File: config.mk
export PLATFORM = sky130hd
export DESIGN_NAME = lss_node_config_slave_flat
export DESIGN_NICKNAME = d
export VERILOG_FILES = /design/src/lss_pkg.sv /design/src/lss_link.sv /design/src/lss_node_config_slave.sv /design/src/flat_wrapper.sv
export VERILOG_INCLUDE_DIRS = /design/src
export SDC_FILE = /design/constraint.sdc
export NUM_CORES = 1
export LEC_CHECK = 0
export BUFFER_PORTS_ARGS = -buffer_cell sky130_fd_sc_hd__buf_2
export CAP_MARGIN = 15
export CORE_MARGIN = 8
export CORE_UTILIZATION = 40
export CTS_BUF_LIST = sky130_fd_sc_hd__clkbuf_8
export DETAILED_ROUTE_END_ITERATION = 10
export PLACE_DENSITY_LB_ADDON = 0.08
export SLEW_MARGIN = 40
export SYNTH_ARGS = -nofsm -noshare
export SYNTH_HDL_FRONTEND = slang
export SYNTH_SLANG_ARGS = --single-unit
File: constraint.sdc
create_clock -name clk_sys -period 4.02 [get_ports clk_sys]
set_clock_uncertainty 0.1 [all_clocks]
set_input_delay 0.804 -clock clk_sys [delete_from_list [all_inputs] [get_ports clk_sys]]
set_output_delay 0.804 -clock clk_sys [all_outputs]
set_load 0.1 [all_outputs]
File: src/lss_defines.svh
// constants for the layer-setting configuration link: frame ids, command bytes,
// reset values, register offsets and timing figures; definitions only
`ifndef LSS_DEFINES_SVH
`define LSS_DEFINES_SVH

// ============================================================
// frame identifiers and command bytes
`define LSS_REQ_ID 11'h7e5
`define LSS_RSP_ID 11'h7e4
`define LSS_RSP_LEN 4'h3
`define LSS_CS_SWITCH 8'h04
`define LSS_CS_NODE 8'h11
`define LSS_CS_RATE 8'h13
`define LSS_CS_ACTIVATE 8'h15
`define LSS_CS_STORE 8'h17
`define LSS_MODE_WAITING 8'h00
`define LSS_MODE_CONFIG 8'h01
`define LSS_RATE_TABLE 8'h00
`define LSS_ERR_NONE 8'h00
`define LSS_ERR_RANGE 8'h01

// ============================================================
// node id and bit-rate index values
`define LSS_NODE_DEFAULT 8'h7f
`define LSS_NODE_MIN 8'h01
`define LSS_NODE_MAX 8'h7f
`define LSS_NODE_KEEP 8'hff
`define LSS_RATE_DEFAULT 4'h4
`define LSS_RATE_1M 4'h0
`define LSS_RATE_800K 4'h1
`define LSS_RATE_500K 4'h2
`define LSS_RATE_250K 4'h3
`define LSS_RATE_125K 4'h4
`define LSS_RATE_RESERVED 4'h5
`define LSS_RATE_50K 4'h6
`define LSS_RATE_20K 4'h7
`define LSS_RATE_10K 4'h8

// ============================================================
// timing: 1 ms timebase on a 20 ns clock
`define LSS_TICK_NS 1000000
`define LSS_CLK_NS 20
`define LSS_TICK_CYCLES ((`LSS_TICK_NS + `LSS_CLK_NS - 1) / `LSS_CLK_NS)

// ============================================================
// controller register map (byte offsets) and fields
`define LSS_REG_CMD 8'h00
`define LSS_REG_STATUS 8'h04
`define LSS_REG_REPLY 8'h08
`define LSS_REG_RATE 8'h0c
`define LSS_OP_CONFIG 3'h0
`define LSS_OP_WAITING 3'h1
`define LSS_OP_NODE 3'h2
`define LSS_OP_RATE 3'h3
`define LSS_OP_ACTIVATE 3'h4
`define LSS_OP_STORE 3'h5

`endif

File: src/lss_pkg.sv
// types shared by both ends of the configuration link
// assumes lss_defines.svh for all numeric constants
package lss_pkg;

    typedef enum logic [1:0] {
        LSS_WAITING,
        LSS_CONFIG,
        LSS_SWITCH_WAIT,
        LSS_SWITCH_QUIET
    } lss_state_e;

    typedef enum logic [1:0] {
        MST_IDLE,
        MST_SEND,
        MST_REPLY
    } mst_state_e;

    typedef struct packed {
        lss_state_e lss;
        logic operational;
        logic strapDone;
        logic [7:0] nodeId;
        logic [3:0] bitRate;
        logic [7:0] pendNode;
        logic [3:0] pendRate;
        logic [15:0] delay;
        logic [15:0] delayLeft;
        logic [31:0] msCnt;
        logic reqReady;
        logic rspValid;
        logic rspPend;
        logic [23:0] rspData;
        logic nvWrite;
        logic [7:0] nvNodeId;
        logic [3:0] nvRate;
        logic selfReset;
        logic cfgMode;
    } dev_state_s;

    typedef struct packed {
        mst_state_e st;
        logic pready;
        logic pslverr;
        logic [31:0] prdata;
        logic needReply;
        logic isActivate;
        logic done;
        logic fail;
        logic [23:0] reply;
        logic [3:0] rate;
        logic [3:0] pendRate;
        logic reqValid;
        logic [3:0] reqLen;
        logic [23:0] reqData;
        logic rspReady;
    } mst_state_s;

endpackage
File: src/lss_link.sv
// configuration link between the network master and the node
// frames carry id, length and up to three data bytes, byte 0 in bits 7:0;
// each side also shows the bit rate it is sending at
`timescale 1ns/100ps
interface lss_link;
    logic reqValid;
    logic reqReady;
    logic [10:0] reqId;
    logic [3:0] reqLen;
    logic [23:0] reqData;
    logic [3:0] mstRate;
    logic rspValid;
    logic rspReady;
    logic [10:0] rspId;
    logic [3:0] rspLen;
    logic [23:0] rspData;
    logic [3:0] devRate;

    modport dev (
        input reqValid, reqId, reqLen, reqData, mstRate, rspReady,
        output reqReady, rspValid, rspId, rspLen, rspData, devRate
    );
    modport mst (
        output reqValid, reqId, reqLen, reqData, mstRate, rspReady,
        input reqReady, rspValid, rspId, rspLen, rspData, devRate
    );
endinterface

File: src/lss_node_config_slave.sv
// node end of the layer-setting configuration link
// assumes the master on the other side of lss_link keeps its own ordering;
// a frame is only understood when both ends run at the same bit-rate index
//
// The placing of the registers and register access over APB were chosen for this implementation.
`timescale 1ns/100ps
`include "lss_defines.svh"

// Overview of operation
// - strap forces operational state after reset
// - master disables transmit objects for stand-alone
// - factory node id 127, rate 125k
// - id and rate change only via frames
// - switch-state 0x04/0x01 enters configuration
// - command 0x11 sets node id in configuration
// - configure/store reply echoes command, then error byte and a zero byte
// - command 0x17 commits pending settings to storage
// - switch-state 0x04/0x00 waits and self-resets
// - command 0x13 records pending bit-rate index
// - rate index table 0..8, 5 reserved
// - command 0x15 carries 16-bit delay, low first
// - wait delay, switch, wait delay before sending
// - master continues at the new bit rate
module lss_node_config_slave
    import lss_pkg::*;
#(
    parameter int TICK_CYCLES = `LSS_TICK_CYCLES
) (
    input wire logic clk_sys,
    input wire logic srst,
    input wire logic startInOperational,
    output logic operational,
    output logic configMode,
    output logic [7:0] nodeId,
    output logic [3:0] bitRate,
    output logic nvWrite,
    output logic [7:0] nvNodeId,
    output logic [3:0] nvRate,
    output logic selfReset,
    lss_link.dev link
);

    // ============================================================
    // elaboration check
    generate
        if (TICK_CYCLES < 1) begin : g_bad_tick
            $error("TICK_CYCLES must be at least one");
        end
    endgenerate

    // ============================================================
    // state and decode
    dev_state_s s;
    dev_state_s n;
    logic accept;
    logic tick;
    logic storeNow;
    logic replyNow;
    logic [7:0] replyErr;
    logic [7:0] cs;
    logic [7:0] b1;
    logic [7:0] b2;

    assign cs = link.reqData[7:0];
    assign b1 = link.reqData[15:8];
    assign b2 = link.reqData[23:16];

    // ============================================================
    // next state
    always_comb begin
        n = s;
        n.nvWrite = 1'b0;
        n.selfReset = 1'b0;
        n.reqReady = 1'b1;
        replyNow = 1'b0;
        replyErr = `LSS_ERR_NONE;
        // a frame sent at another rate is noise to this node
        accept = s.reqReady && link.reqValid && (link.reqId == `LSS_REQ_ID)
            && (link.mstRate == s.bitRate);
        tick = (s.msCnt == 32'(TICK_CYCLES - 1));
        storeNow = accept && (cs == `LSS_CS_STORE) && (link.reqLen == 4'h1)
            && ((s.lss == LSS_CONFIG) || (s.lss == LSS_SWITCH_QUIET));

        n.msCnt = tick ? 32'h0 : s.msCnt + 32'h1;

        // strap sampled on the first edge after reset, never inside it
        if (!s.strapDone) begin
            n.strapDone = 1'b1;
            n.operational = startInOperational;
        end

        if (s.rspValid && link.rspReady) begin
            n.rspValid = 1'b0;
        end
        // replies are held back while the rate switch is in progress
        if (s.rspPend && !s.rspValid && (s.lss != LSS_SWITCH_WAIT)
                && (s.lss != LSS_SWITCH_QUIET)) begin
            n.rspValid = 1'b1;
            n.rspPend = 1'b0;
        end

        if (storeNow) begin
            n.nvWrite = 1'b1;
            n.nvNodeId = s.pendNode;
            n.nvRate = s.pendRate;
            replyNow = 1'b1;
        end

        case (s.lss)
            LSS_WAITING: begin
                // only the switch into configuration is heard here
                if (accept && (cs == `LSS_CS_SWITCH) && (link.reqLen == 4'h2)
                        && (b1 == `LSS_MODE_CONFIG)) begin
                    n.lss = LSS_CONFIG;
                end
            end
            LSS_CONFIG: begin
                if (accept) begin
                    case (cs)
                        `LSS_CS_SWITCH: begin
                            if ((link.reqLen == 4'h2) && (b1 == `LSS_MODE_WAITING)) begin
                                n.lss = LSS_WAITING;
                                n.selfReset = 1'b1;
                                n.operational = 1'b0;
                                // new id takes effect on the self reset
                                if (s.pendNode != `LSS_NODE_KEEP) begin
                                    n.nodeId = s.pendNode;
                                end
                            end
                        end
                        `LSS_CS_NODE: begin
                            if (link.reqLen == 4'h2) begin
                                replyNow = 1'b1;
                                if (((b1 >= `LSS_NODE_MIN) && (b1 <= `LSS_NODE_MAX))
                                        || (b1 == `LSS_NODE_KEEP)) begin
                                    n.pendNode = b1;
                                end else begin
                                    replyErr = `LSS_ERR_RANGE;
                                end
                            end
                        end
                        `LSS_CS_RATE: begin
                            if (link.reqLen == 4'h3) begin
                                replyNow = 1'b1;
                                if ((b1 == `LSS_RATE_TABLE) && (b2 <= {4'h0, `LSS_RATE_10K})
                                        && (b2[3:0] != `LSS_RATE_RESERVED)) begin
                                    n.pendRate = b2[3:0];
                                end else begin
                                    replyErr = `LSS_ERR_RANGE;
                                end
                            end
                        end
                        `LSS_CS_ACTIVATE: begin
                            if (link.reqLen == 4'h3) begin
                                n.delay = {b2, b1};
                                n.delayLeft = {b2, b1};
                                n.msCnt = 32'h0;
                                n.lss = LSS_SWITCH_WAIT;
                            end
                        end
                        default: begin
                        end
                    endcase
                end
            end
            LSS_SWITCH_WAIT: begin
                if (s.delayLeft == 16'h0) begin
                    n.bitRate = s.pendRate;
                    n.delayLeft = s.delay;
                    n.msCnt = 32'h0;
                    n.lss = LSS_SWITCH_QUIET;
                end else if (tick) begin
                    n.delayLeft = s.delayLeft - 16'h1;
                end
            end
            LSS_SWITCH_QUIET: begin
                if (s.delayLeft == 16'h0) begin
                    n.lss = LSS_CONFIG;
                end else if (tick) begin
                    n.delayLeft = s.delayLeft - 16'h1;
                end
            end
            default: begin
                n.lss = LSS_WAITING;
            end
        endcase

        if (replyNow) begin
            n.rspPend = 1'b1;
            n.rspData = {8'h00, replyErr, cs};
        end
        n.cfgMode = (n.lss != LSS_WAITING);
    end

    // ============================================================
    // state register
    always_ff @(posedge clk_sys) begin
        if (srst) begin
            s.lss <= LSS_WAITING;
            s.operational <= 1'b0;
            s.strapDone <= 1'b0;
            s.nodeId <= `LSS_NODE_DEFAULT;
            s.bitRate <= `LSS_RATE_DEFAULT;
            s.pendNode <= `LSS_NODE_DEFAULT;
            s.pendRate <= `LSS_RATE_DEFAULT;
            s.delay <= 16'h0;
            s.delayLeft <= 16'h0;
            s.msCnt <= 32'h0;
            s.reqReady <= 1'b0;
            s.rspValid <= 1'b0;
            s.rspPend <= 1'b0;
            s.rspData <= 24'h0;
            s.nvWrite <= 1'b0;
            s.nvNodeId <= `LSS_NODE_DEFAULT;
            s.nvRate <= `LSS_RATE_DEFAULT;
            s.selfReset <= 1'b0;
            s.cfgMode <= 1'b0;
        end else begin
            s <= n;
        end
    end

    // ============================================================
    // outputs
    assign operational = s.operational;
    assign configMode = s.cfgMode;
    assign nodeId = s.nodeId;
    assign bitRate = s.bitRate;
    assign nvWrite = s.nvWrite;
    assign nvNodeId = s.nvNodeId;
    assign nvRate = s.nvRate;
    assign selfReset = s.selfReset;
    assign link.reqReady = s.reqReady;
    assign link.rspValid = s.rspValid;
    assign link.rspId = `LSS_RSP_ID;
    assign link.rspLen = `LSS_RSP_LEN;
    assign link.rspData = s.rspData;
    assign link.devRate = s.bitRate;

endmodule

File: src/flat_wrapper.sv
// flat-port wrapper written by rule: the top's interface ports become plain ports
module lss_node_config_slave_flat import lss_pkg::*;
#(
    parameter int TICK_CYCLES = `LSS_TICK_CYCLES
)
  (clk_sys, srst, startInOperational, operational, configMode, nodeId, bitRate, nvWrite, nvNodeId, nvRate, selfReset, link_reqValid, link_reqId, link_reqLen, link_reqData, link_mstRate, link_rspReady, link_reqReady, link_rspValid, link_rspId, link_rspLen, link_rspData, link_devRate);
  lss_link link_i ();
  input wire logic clk_sys;
  input wire logic srst;
  input wire logic startInOperational;
  output logic operational;
  output logic configMode;
  output logic [7:0] nodeId;
  output logic [3:0] bitRate;
  output logic nvWrite;
  output logic [7:0] nvNodeId;
  output logic [3:0] nvRate;
  output logic selfReset;
  input wire logic [$bits(link_i.reqValid)-1:0] link_reqValid;
  input wire logic [$bits(link_i.reqId)-1:0] link_reqId;
  input wire logic [$bits(link_i.reqLen)-1:0] link_reqLen;
  input wire logic [$bits(link_i.reqData)-1:0] link_reqData;
  input wire logic [$bits(link_i.mstRate)-1:0] link_mstRate;
  input wire logic [$bits(link_i.rspReady)-1:0] link_rspReady;
  output wire logic [$bits(link_i.reqReady)-1:0] link_reqReady;
  output wire logic [$bits(link_i.rspValid)-1:0] link_rspValid;
  output wire logic [$bits(link_i.rspId)-1:0] link_rspId;
  output wire logic [$bits(link_i.rspLen)-1:0] link_rspLen;
  output wire logic [$bits(link_i.rspData)-1:0] link_rspData;
  output wire logic [$bits(link_i.devRate)-1:0] link_devRate;
  assign link_i.reqValid = link_reqValid;
  assign link_i.reqId = link_reqId;
  assign link_i.reqLen = link_reqLen;
  assign link_i.reqData = link_reqData;
  assign link_i.mstRate = link_mstRate;
  assign link_i.rspReady = link_rspReady;
  assign link_reqReady = link_i.reqReady;
  assign link_rspValid = link_i.rspValid;
  assign link_rspId = link_i.rspId;
  assign link_rspLen = link_i.rspLen;
  assign link_rspData = link_i.rspData;
  assign link_devRate = link_i.devRate;
  lss_node_config_slave #(.TICK_CYCLES(TICK_CYCLES)) u_core (.clk_sys(clk_sys), .srst(srst), .startInOperational(startInOperational), .operational(operational), .configMode(configMode), .nodeId(nodeId), .bitRate(bitRate), .nvWrite(nvWrite), .nvNodeId(nvNodeId), .nvRate(nvRate), .selfReset(selfReset), .link(link_i));
endmodule
* Word level (Yosys, flattened, before mapping)
Index checks and enable logic that the tools add are counted.
** Word-level totals
- Output and inout port bits :: 73
- Logic and storage cells :: 134
- Bits in registers :: 126
- Input port bits :: 48
** Cells by class
- Mux-type cells :: 49
- $add $sub $neg :: 2
- Magnitude comparators :: 3
- Reductions and logical operators :: 34
- Equality and inequality tests :: 24
- Bitwise operators :: 3
** Operator list (number)
- $mux 64 :: 2
- $mux 76 :: 1
- $mux 32 :: 2
- $pmux 32 s2 :: 1
- $mux 16 :: 3
- $pmux 16 s3 :: 1
- $mux 42 :: 1
- $mux 8 :: 5
- $add 32x1->32 const B :: 1
- $eq 32x16->1 const B :: 1
- $eq 8x5->1 const B :: 4
- $mux 25 :: 1
- $reduce_and 5->1 :: 4
- $logic_and 1x1->1 :: 17
- $logic_not 16->1 :: 1
- $mux 1 :: 16
- $pmux 8 s2 :: 1
- $sub 16x1->16 const B :: 1
- $mux 13 :: 1
- $mux 2 :: 6
- $mux 4 :: 3
- $eq 11x11->1 const B :: 1
- $ne 2x2->1 const B :: 5
- $eq 4x2->1 const B :: 2
- 27 further kinds :: 34

* Logic depth before layout (Yosys ltp)
Gate-level depths: netlist (run 1).
- Depth after elaboration :: 13
- Mapped depth :: 10
- Gate-level depth less buffers :: 8

* Worst setup path after synthesis (run 1)
OpenSTA, ideal clock, no wires.
- Path kind :: register -> register
- Start point :: register u_core.link.reqReady (netlist name)
- End point :: register u_core.nodeId[0] (netlist name)
- Required time :: 3791 ps
- Buffers on the path :: 1
- Path slack :: 1077 ps
- Stages on the path, launching flop included :: 8
- Period minus slack after synthesis :: 2943 ps
- Library setup time :: 129 ps
- Arrival :: 2715 ps
- Cells stage by stage :: dfxtp_1 > nand3b_1 > or4_4 > buf_6 > or2_4 > nor4_4 > mux2i_1 > nand2_1
** On the way
- Cells in the longest elaborated chain, start to end :: 4
** Ends and longest elaborated chain
- $logic_and 1x1->1 (3 in series) :: RTL line lss_node_config_slave.sv:78 : accept = s.reqReady && link.reqValid && (link.reqId == `LSS_REQ_ID)
- $reduce_and 5->1 (no source line)
Every way passes these cells.
A chain may end at the register's enable or synchronous reset.

* Worst setup path after layout (run 1)
- Start point :: register u_core.s[74] in the netlist's numbering
- End point :: register u_core.s[87] in the netlist's numbering
** On the way
- Cells in the longest elaborated chain, start to end :: 4
- Elaborated cells on any way between the ends :: 8
- Classes of those cells :: 1 x add/sub; 1 x eq/ne; 4 x mux; 2 x reduce/logical
** Ends and longest elaborated chain
- start: declaration :: RTL line lss_node_config_slave.sv:53 : dev_state_s s;
- start signal: assignment :: RTL line lss_node_config_slave.sv:219 : s <= n;
- $sub 16x1->16 :: RTL line lss_node_config_slave.sv:173, lss_node_config_slave.sv:180
- $mux 16 :: RTL line lss_node_config_slave.sv:172, lss_node_config_slave.sv:179
- $mux 16 (on tied branches) :: RTL line lss_node_config_slave.sv:177, lss_node_config_slave.sv:167
- $pmux 16 s3 :: RTL line lss_node_config_slave.sv:109 : case (s.lss)
Several ways; a longest one is shown, not always the timed one. The select of a mux whose other input is x is not followed.

==> run_results.csv, run 1 <==
group,metric,value,unit
detailed_routing,dr.pass1.iters,5,
worst_hold_path,hold_class,"reg2reg",
floorplanning,num_io_pins,121,
detailed_routing,vias,5272,
floorplanning,die_w,140,um
detailed_routing,wl_met1,7.65,mm
grt,grt-ovfl-total,0,
floorplanning,die_h,140,um
critical_path,critPathKind,"reg2reg",
floorplanning,core_area,15100,sq um
clock_tree,cts_buffers,17,
placed_design,place_congestion,0.834,
placed_design,place_area,6360,sq um
detailed_routing,avgViaCountPerCell,5.39,
grt,track_usage,0.166,
cells_and_area,final_area,6740,sq um
synth,ys_warn_count,0,
critical_path,slowest_stage,"or4b_1",
cells_and_area,regArea,2380,sq um
pwr,p_total,2.80,mW
critical_path,rr_worst_depth,9,
grt,grt_antenna_before_repair,0,
pwr,peakVddDrop,187,uV
critical_path,end_kind,"flop",
synth,yosysSeqAreaShare,0.389,
cells_and_area,multi_input_area,3170,sq um
timing,maxSlewViolCount,0,
grt,grt_max_degree,49,
grt,grt_pass1_wl,26.0,mm
timing,post-route-min-period,3150,ps
pwr,power.density,415,nW/um^2
clock_tree,cts.path.max_buffers,2,
critical_path,max_stage_delay,600,ps
clock_tree,cts-root-buf,"clkbuf_8",
floorplanning,initial_utilization,0.406,
clock_tree,post_cts_resize_count,0,
clock_tree,clk_pin_slew_worst_paths,70,ps
critical_path,cp_max_fo,13,
clock_tree,cts_tree,"built",
critical_path,crit_path_end,"u_core.s[87]",
synth,yosys-top-cells-area,"dfxtp_1 (39%), buf_4 (8.3%), nor2_1 (5.5%)",
critical_path,crit_chain,"inv_1 > ha_1 > or4b_1 > or3_1 > o31ai_4 > buf_4 > nor2_1 > a222oi_1 > o21ai_0",
floorplanning,rows,45,
synth,synth_top_area_share,0.389,
timing,fin_crit_sh,0.783,
detailed_routing,ant_nets,0,
detailed_routing,wl_per_cell,16.7,um
cells_and_area,final_util,0.447,
clock_tree,clock_latency,440,ps
pwr,p_leak,2.52,nW
synth,synth_cell_types,67,
synth,syn-cell-area,6130,sq um
timing,relSlewSlack,0.494,
timing,worst_slew_pin_slew,753,ps
synth,synth_compound_area_frac,0.129,
placed_design,portBuffers,90,
timing,holdWs,356,ps
cells_and_area,layout-drive-gt1-share,0.190,
synth,synth_top_family_by_area,"simple AND/OR/NAND/NOR gates",
cells_and_area,nFillCells,1514,
cells_and_area,fin_nets,830,
synth,synth_edf_count,0,
detailed_routing,wl_met2,7.38,mm
timing,finalHoldViolCount,0,
detailed_routing,wl,16.3,mm
timing,rsz0062_at_grt,"no",
synth,synth.area.mux_share,0.0459,
synth,ys_dominant_reg_cell,"dfxtp_1",
synth,synth_top_cells_by_count,"dfxtp_1 (119), nor2_1 (89), nand2_1 (69), buf_4 (68), a21oi_1 (34)",
critical_path,required,4240,ps
cells_and_area,areaGrowthSynthToFinish,10.0,%
detailed_routing,top_layer,"met4",
job,maxCapViolations,0,
synth,synthCells,727,
critical_path,ff2ff_setup_slack,870,ps
synth,synth-xor-area-share,0.0500,
clock_tree,cts.htree.levels,4,
timing,fmax,318,MHz
critical_path,cp-startpoint,"u_core.s[74]",
critical_path,startpoint_type,"flop",
synth,async_flop_share,0,
critical_path,worstReg2RegStart,"u_core.s[74]",
detailed_routing,drt_iter0_drc,337,
synth,ys_ff_latch,119,
grt,grt_pass1_vias,5019,
synth,yosys.area_share.simple,0.260,
clock_tree,cts.sinks,119,
status,outcome,"finished, final reports clean",
floorplanning,die-area,19500,sq um
clock_tree,cts_hold_buf,0,
critical_path,arrival,3360,ps
placed_design,dp.final_hpwl,11.9,mm
synth,yosysTopAreaCell,"dfxtp_1",
synth,synth_most_common_cell,"dfxtp_1",
synth,yosys.area_share.adder,0.0122,
timing,fin_tns_setup,0,ps
clock_tree,post_cts_buffers,0,
timing,setup_viol,0,
synth,syn_area_per_cell,8.43,sq um
detailed_routing,drc,0,
detailed_routing,routed-wl-met3,1.07,mm
critical_path,rr_endpoint,"u_core.s[87]",
critical path, delay by kind of cell, from the launching register on:
| family | cells | cell delay [ps] |
|---|---|---|
| fa+ha+maj | 1 | 220 |
| simple gates | 3 | 1090 |
| buf+inv | 2 | 350 |
| compound gates | 3 | 930 |
| flops | 1 | 330 |
flip-flops by register name (all words and copies together), names as in the netlist:
register              cells
u_core.nodeId             8
u_core.link.rspData       9
u_core.nvNodeId           8
u_core.link.rspValid      1
u_core.operational        1
u_core.selfReset          1
u_core.link.reqReady      1
u_core.nvRate             4
u_core.nvWrite            1
u_core.s                 80
u_core.configMode         1
u_core.bitRate            4
metrics by stage:
step	cells	setup WS, ps
floorplan	755	1080
global placement	945	800
detailed placement	945	741
CTS	977	944
global route	977	770
finish	978	873
kinds of logic (layout without fill, tap and decap cells):
logic type,after synthesis,after routing
and+or+nand+nor,305,305
xor gates and xnor gates,35,35
adders and majority gates,6,6
AOI/OAI and AO/OA,121,121
buffers and inverters,111,145
muxes,28,28
other,2,31
DFF,119,119
report_power, final:
part	leakage [nW]	total, mW	internal, mW	switching [mW]
registers	0.961	1.22	1.20	0.0167
clock network	0.205	1.01	0.542	0.473
logic	1.35	0.560	0.132	0.429
cell type report:
cell class,instances,share of cell area
sequential,119,0.353
antenna,1,0.000371
timing repair buffer,101,0.0790
multi-input combinational,525,0.471
clock inverter,11,0.0122
tap,188,0.0349
inverter,12,0.00668
clock buffer,21,0.0429
metal layers:
metal,vias to the layer above,GRT usage
met5,-,0
met4,0,0.0651
met3,19,0.0462
met2,169,0.262
met1,2496,0.209
li1,2588,-
how the worst min path moves through the flow:
stage                         end           from  slack [ps]  cells past startpoint
floorplan            u_core.s[42]   u_core.s[42]         320                      1
global placement     u_core.s[42]   u_core.s[42]         330                      1
detailed placement   u_core.s[98]   u_core.s[98]         340                      2
CTS                  u_core.s[91]   u_core.s[91]         360                      2
global route        u_core.s[100]  u_core.s[100]         370                      2
finish               u_core.s[91]   u_core.s[91]         360                      2
cells in the final DEF (no fill, tap or decap), drive strengths merged, types with 7 or more instances in the layout:
master,netlist,layout
o211ai,7,7
nor4,22,22
a21oi,35,35
o21ai,27,27
clkbuf,23,21
nand3,14,14
a31oi,10,10
xnor2,25,25
nand4,23,23
inv,12,15
xor2,10,10
mux2i,27,27
conb,2,30
nor2,89,89
and3,13,13
nand2,69,69
buf,76,101
dfxtp,119,119
nor3,27,27
(Power assumes the default switching activity.)
==> run 2, diff against run 1 <==
clock period = 3.15 ns   (was 4.02 ns; I/O delays follow)
==> run_results.csv, run 2 (synthesized netlist as in run 1, its figures left out) <==
group,metric,value,unit
floorplanning,num_io_pins,121,
critical_path,critPathKind,"reg2reg",
clock_tree,cts-root-buf,"clkbuf_8",
timing,worst_slew_pin_slew,609,ps
grt,grt_pass1_wl,26.5,mm
clock_tree,post_cts_buffers,0,
timing,fin_crit_sh,0.851,
detailed_routing,avgViaCountPerCell,5.32,
floorplanning,die_h,140,um
worst_hold_path,hold_class,"reg2reg",
detailed_routing,drt_iter0_drc,327,
critical_path,required,3360,ps
detailed_routing,wl,16.5,mm
cells_and_area,top_regs,"u_core.s: 80 flops, u_core.link.rspData: 9 flops",
cells_and_area,final_common_cell,"dfxtp_1",
timing,relSlewSlack,0.594,
timing,post-route-min-period,2680,ps
cells_and_area,regArea,2380,sq um
clock_tree,cts.path.max_buffers,2,
grt,grt_antenna_before_repair,0,
timing,fmax,373,MHz
timing,rsz0062_at_grt,"no",
critical_path,end_kind,"flop",
grt,grt_pass1_vias,5090,
clock_tree,cts_hold_buf,0,
pwr,peakVddDrop,297,uV
grt,track_usage,0.167,
floorplanning,initial_utilization,0.406,
timing,holdWs,343,ps
timing,maxSlewViolCount,0,
detailed_routing,drc,0,
cells_and_area,nFillCells,1521,
clock_tree,clock_latency,440,ps
clock_tree,clk_pin_slew_worst_paths,70,ps
detailed_routing,wl_per_cell,16.5,um
floorplanning,die-area,19500,sq um
critical_path,path_common_cell,"buf_4",
grt,grt_max_degree,38,
clock_tree,post_cts_resize_count,0,
floorplanning,core_area,15100,sq um
detailed_routing,ant_nets,0,
critical_path,startpoint_type,"flop",
critical_path,slowest_stage,"or4b_1",
detailed_routing,vias,5305,
critical_path,cp_max_fo,14,
cells_and_area,final_cell_mix,"dfxtp_1 (119), buf_2 (90), nor2_1 (89)",
critical_path,arrival,2890,ps
job,maxCapViolations,0,
clock_tree,cts_tree,"built",
cells_and_area,antennaDiodeCount,0,
cells_and_area,largest_register_ffs,80,
timing,finalHoldViolCount,0,
pwr,power.density,553,nW/um^2
grt,grt-ovfl-total,0,
critical_path,max_stage_delay,470,ps
cells_and_area,fin_nets,852,
critical_path,crit_chain,"inv_1 > ha_1 > or4b_1 > buf_4 > nor3_4 > and3_1 > buf_4 > o32a_1 > o21ai_0 > o31ai_1",
cells_and_area,areaGrowthSynthToFinish,13.7,%
placed_design,place_congestion,0.842,
placed_design,dp.final_hpwl,12.2,mm
floorplanning,die_w,140,um
timing,fin_tns_setup,0,ps
cells_and_area,top_register,"u_core.s",
critical_path,ff2ff_setup_slack,470,ps
floorplanning,rows,45,
cells_and_area,multi_input_area,3160,sq um
placed_design,portBuffers,90,
clock_tree,cts.htree.levels,4,
status,outcome,"finished, final reports clean",
clock_tree,cts_buffers,17,
detailed_routing,dr.pass1.iters,7,
cells_and_area,layout-drive-gt1-share,0.210,
timing,setup_viol,0,
pwr,p_leak,2.66,nW
clock_tree,cts.sinks,119,
[run 2: cell count changes in the layout (fill, tap and decap cells not counted), sizes merged]
cell,change
buf,+22
bufinv,+3
clkbuf,-1
clkinv,-2
diode,-1
inv,-1
[run 2: worst max-delay path: cells and delay by family, from the launching register on]
kind	cells	cell delay (ps)
and+or+nand+nor	3	900
AOI/OAI and AO/OA	3	490
adders and majority gates	1	200
DFF	1	340
buffers and inverters	3	520
[run 2: final cells by class]
cell class	count	area share
Multi-Input combinational cell	525	0.454
Sequential cell	119	0.342
Timing Repair Buffer	123	0.102
Clock buffer	20	0.0395
Tap cell	188	0.0338
Clock inverter	11	0.0223
Inverter	12	0.00646
[run 2: power breakdown]
| group | internal [mW] | switching [mW] |
|---|---|---|
| logic | 0.207 | 0.565 |
| clock network | 0.909 | 0.614 |
| registers | 1.54 | 0.0205 |
| total | 2.65 | 1.20 |
[run 2: stage by stage]
stage                     worst slack [ps]  utilization  power [mW]  cells  cell area, sq um
after global routing                   325        0.462        4.01    998              6970
after detailed placement               226        0.433        2.36    967              6540
final                                  470        0.462        3.85    998              6970
after CTS                              462        0.462        3.89    998              6970
after global placement                 227        0.433        2.35    967              6540
after floorplan                        207            -        2.16    755              6230
[run 2: worst paths after layout]
check	start	endpoint	depth (start not counted)
worst max-delay path	u_core.s[74]	u_core.configMode	10
worst min-delay path	u_core.s[42]	u_core.s[42]	1
worst max register to register	u_core.s[74]	u_core.configMode	10
worst min register to register	u_core.s[42]	u_core.s[42]	1
[run 2: metal layers]
metal	share of wire	track usage	up-vias	wire, um
li1	-	-	2635	-
met1	0.49	0.219	2499	8080
met2	0.44	0.254	161	7180
met3	0.066	0.0530	10	1080
met4	0.0089	0.0537	0	147
met5	0	0	-	0
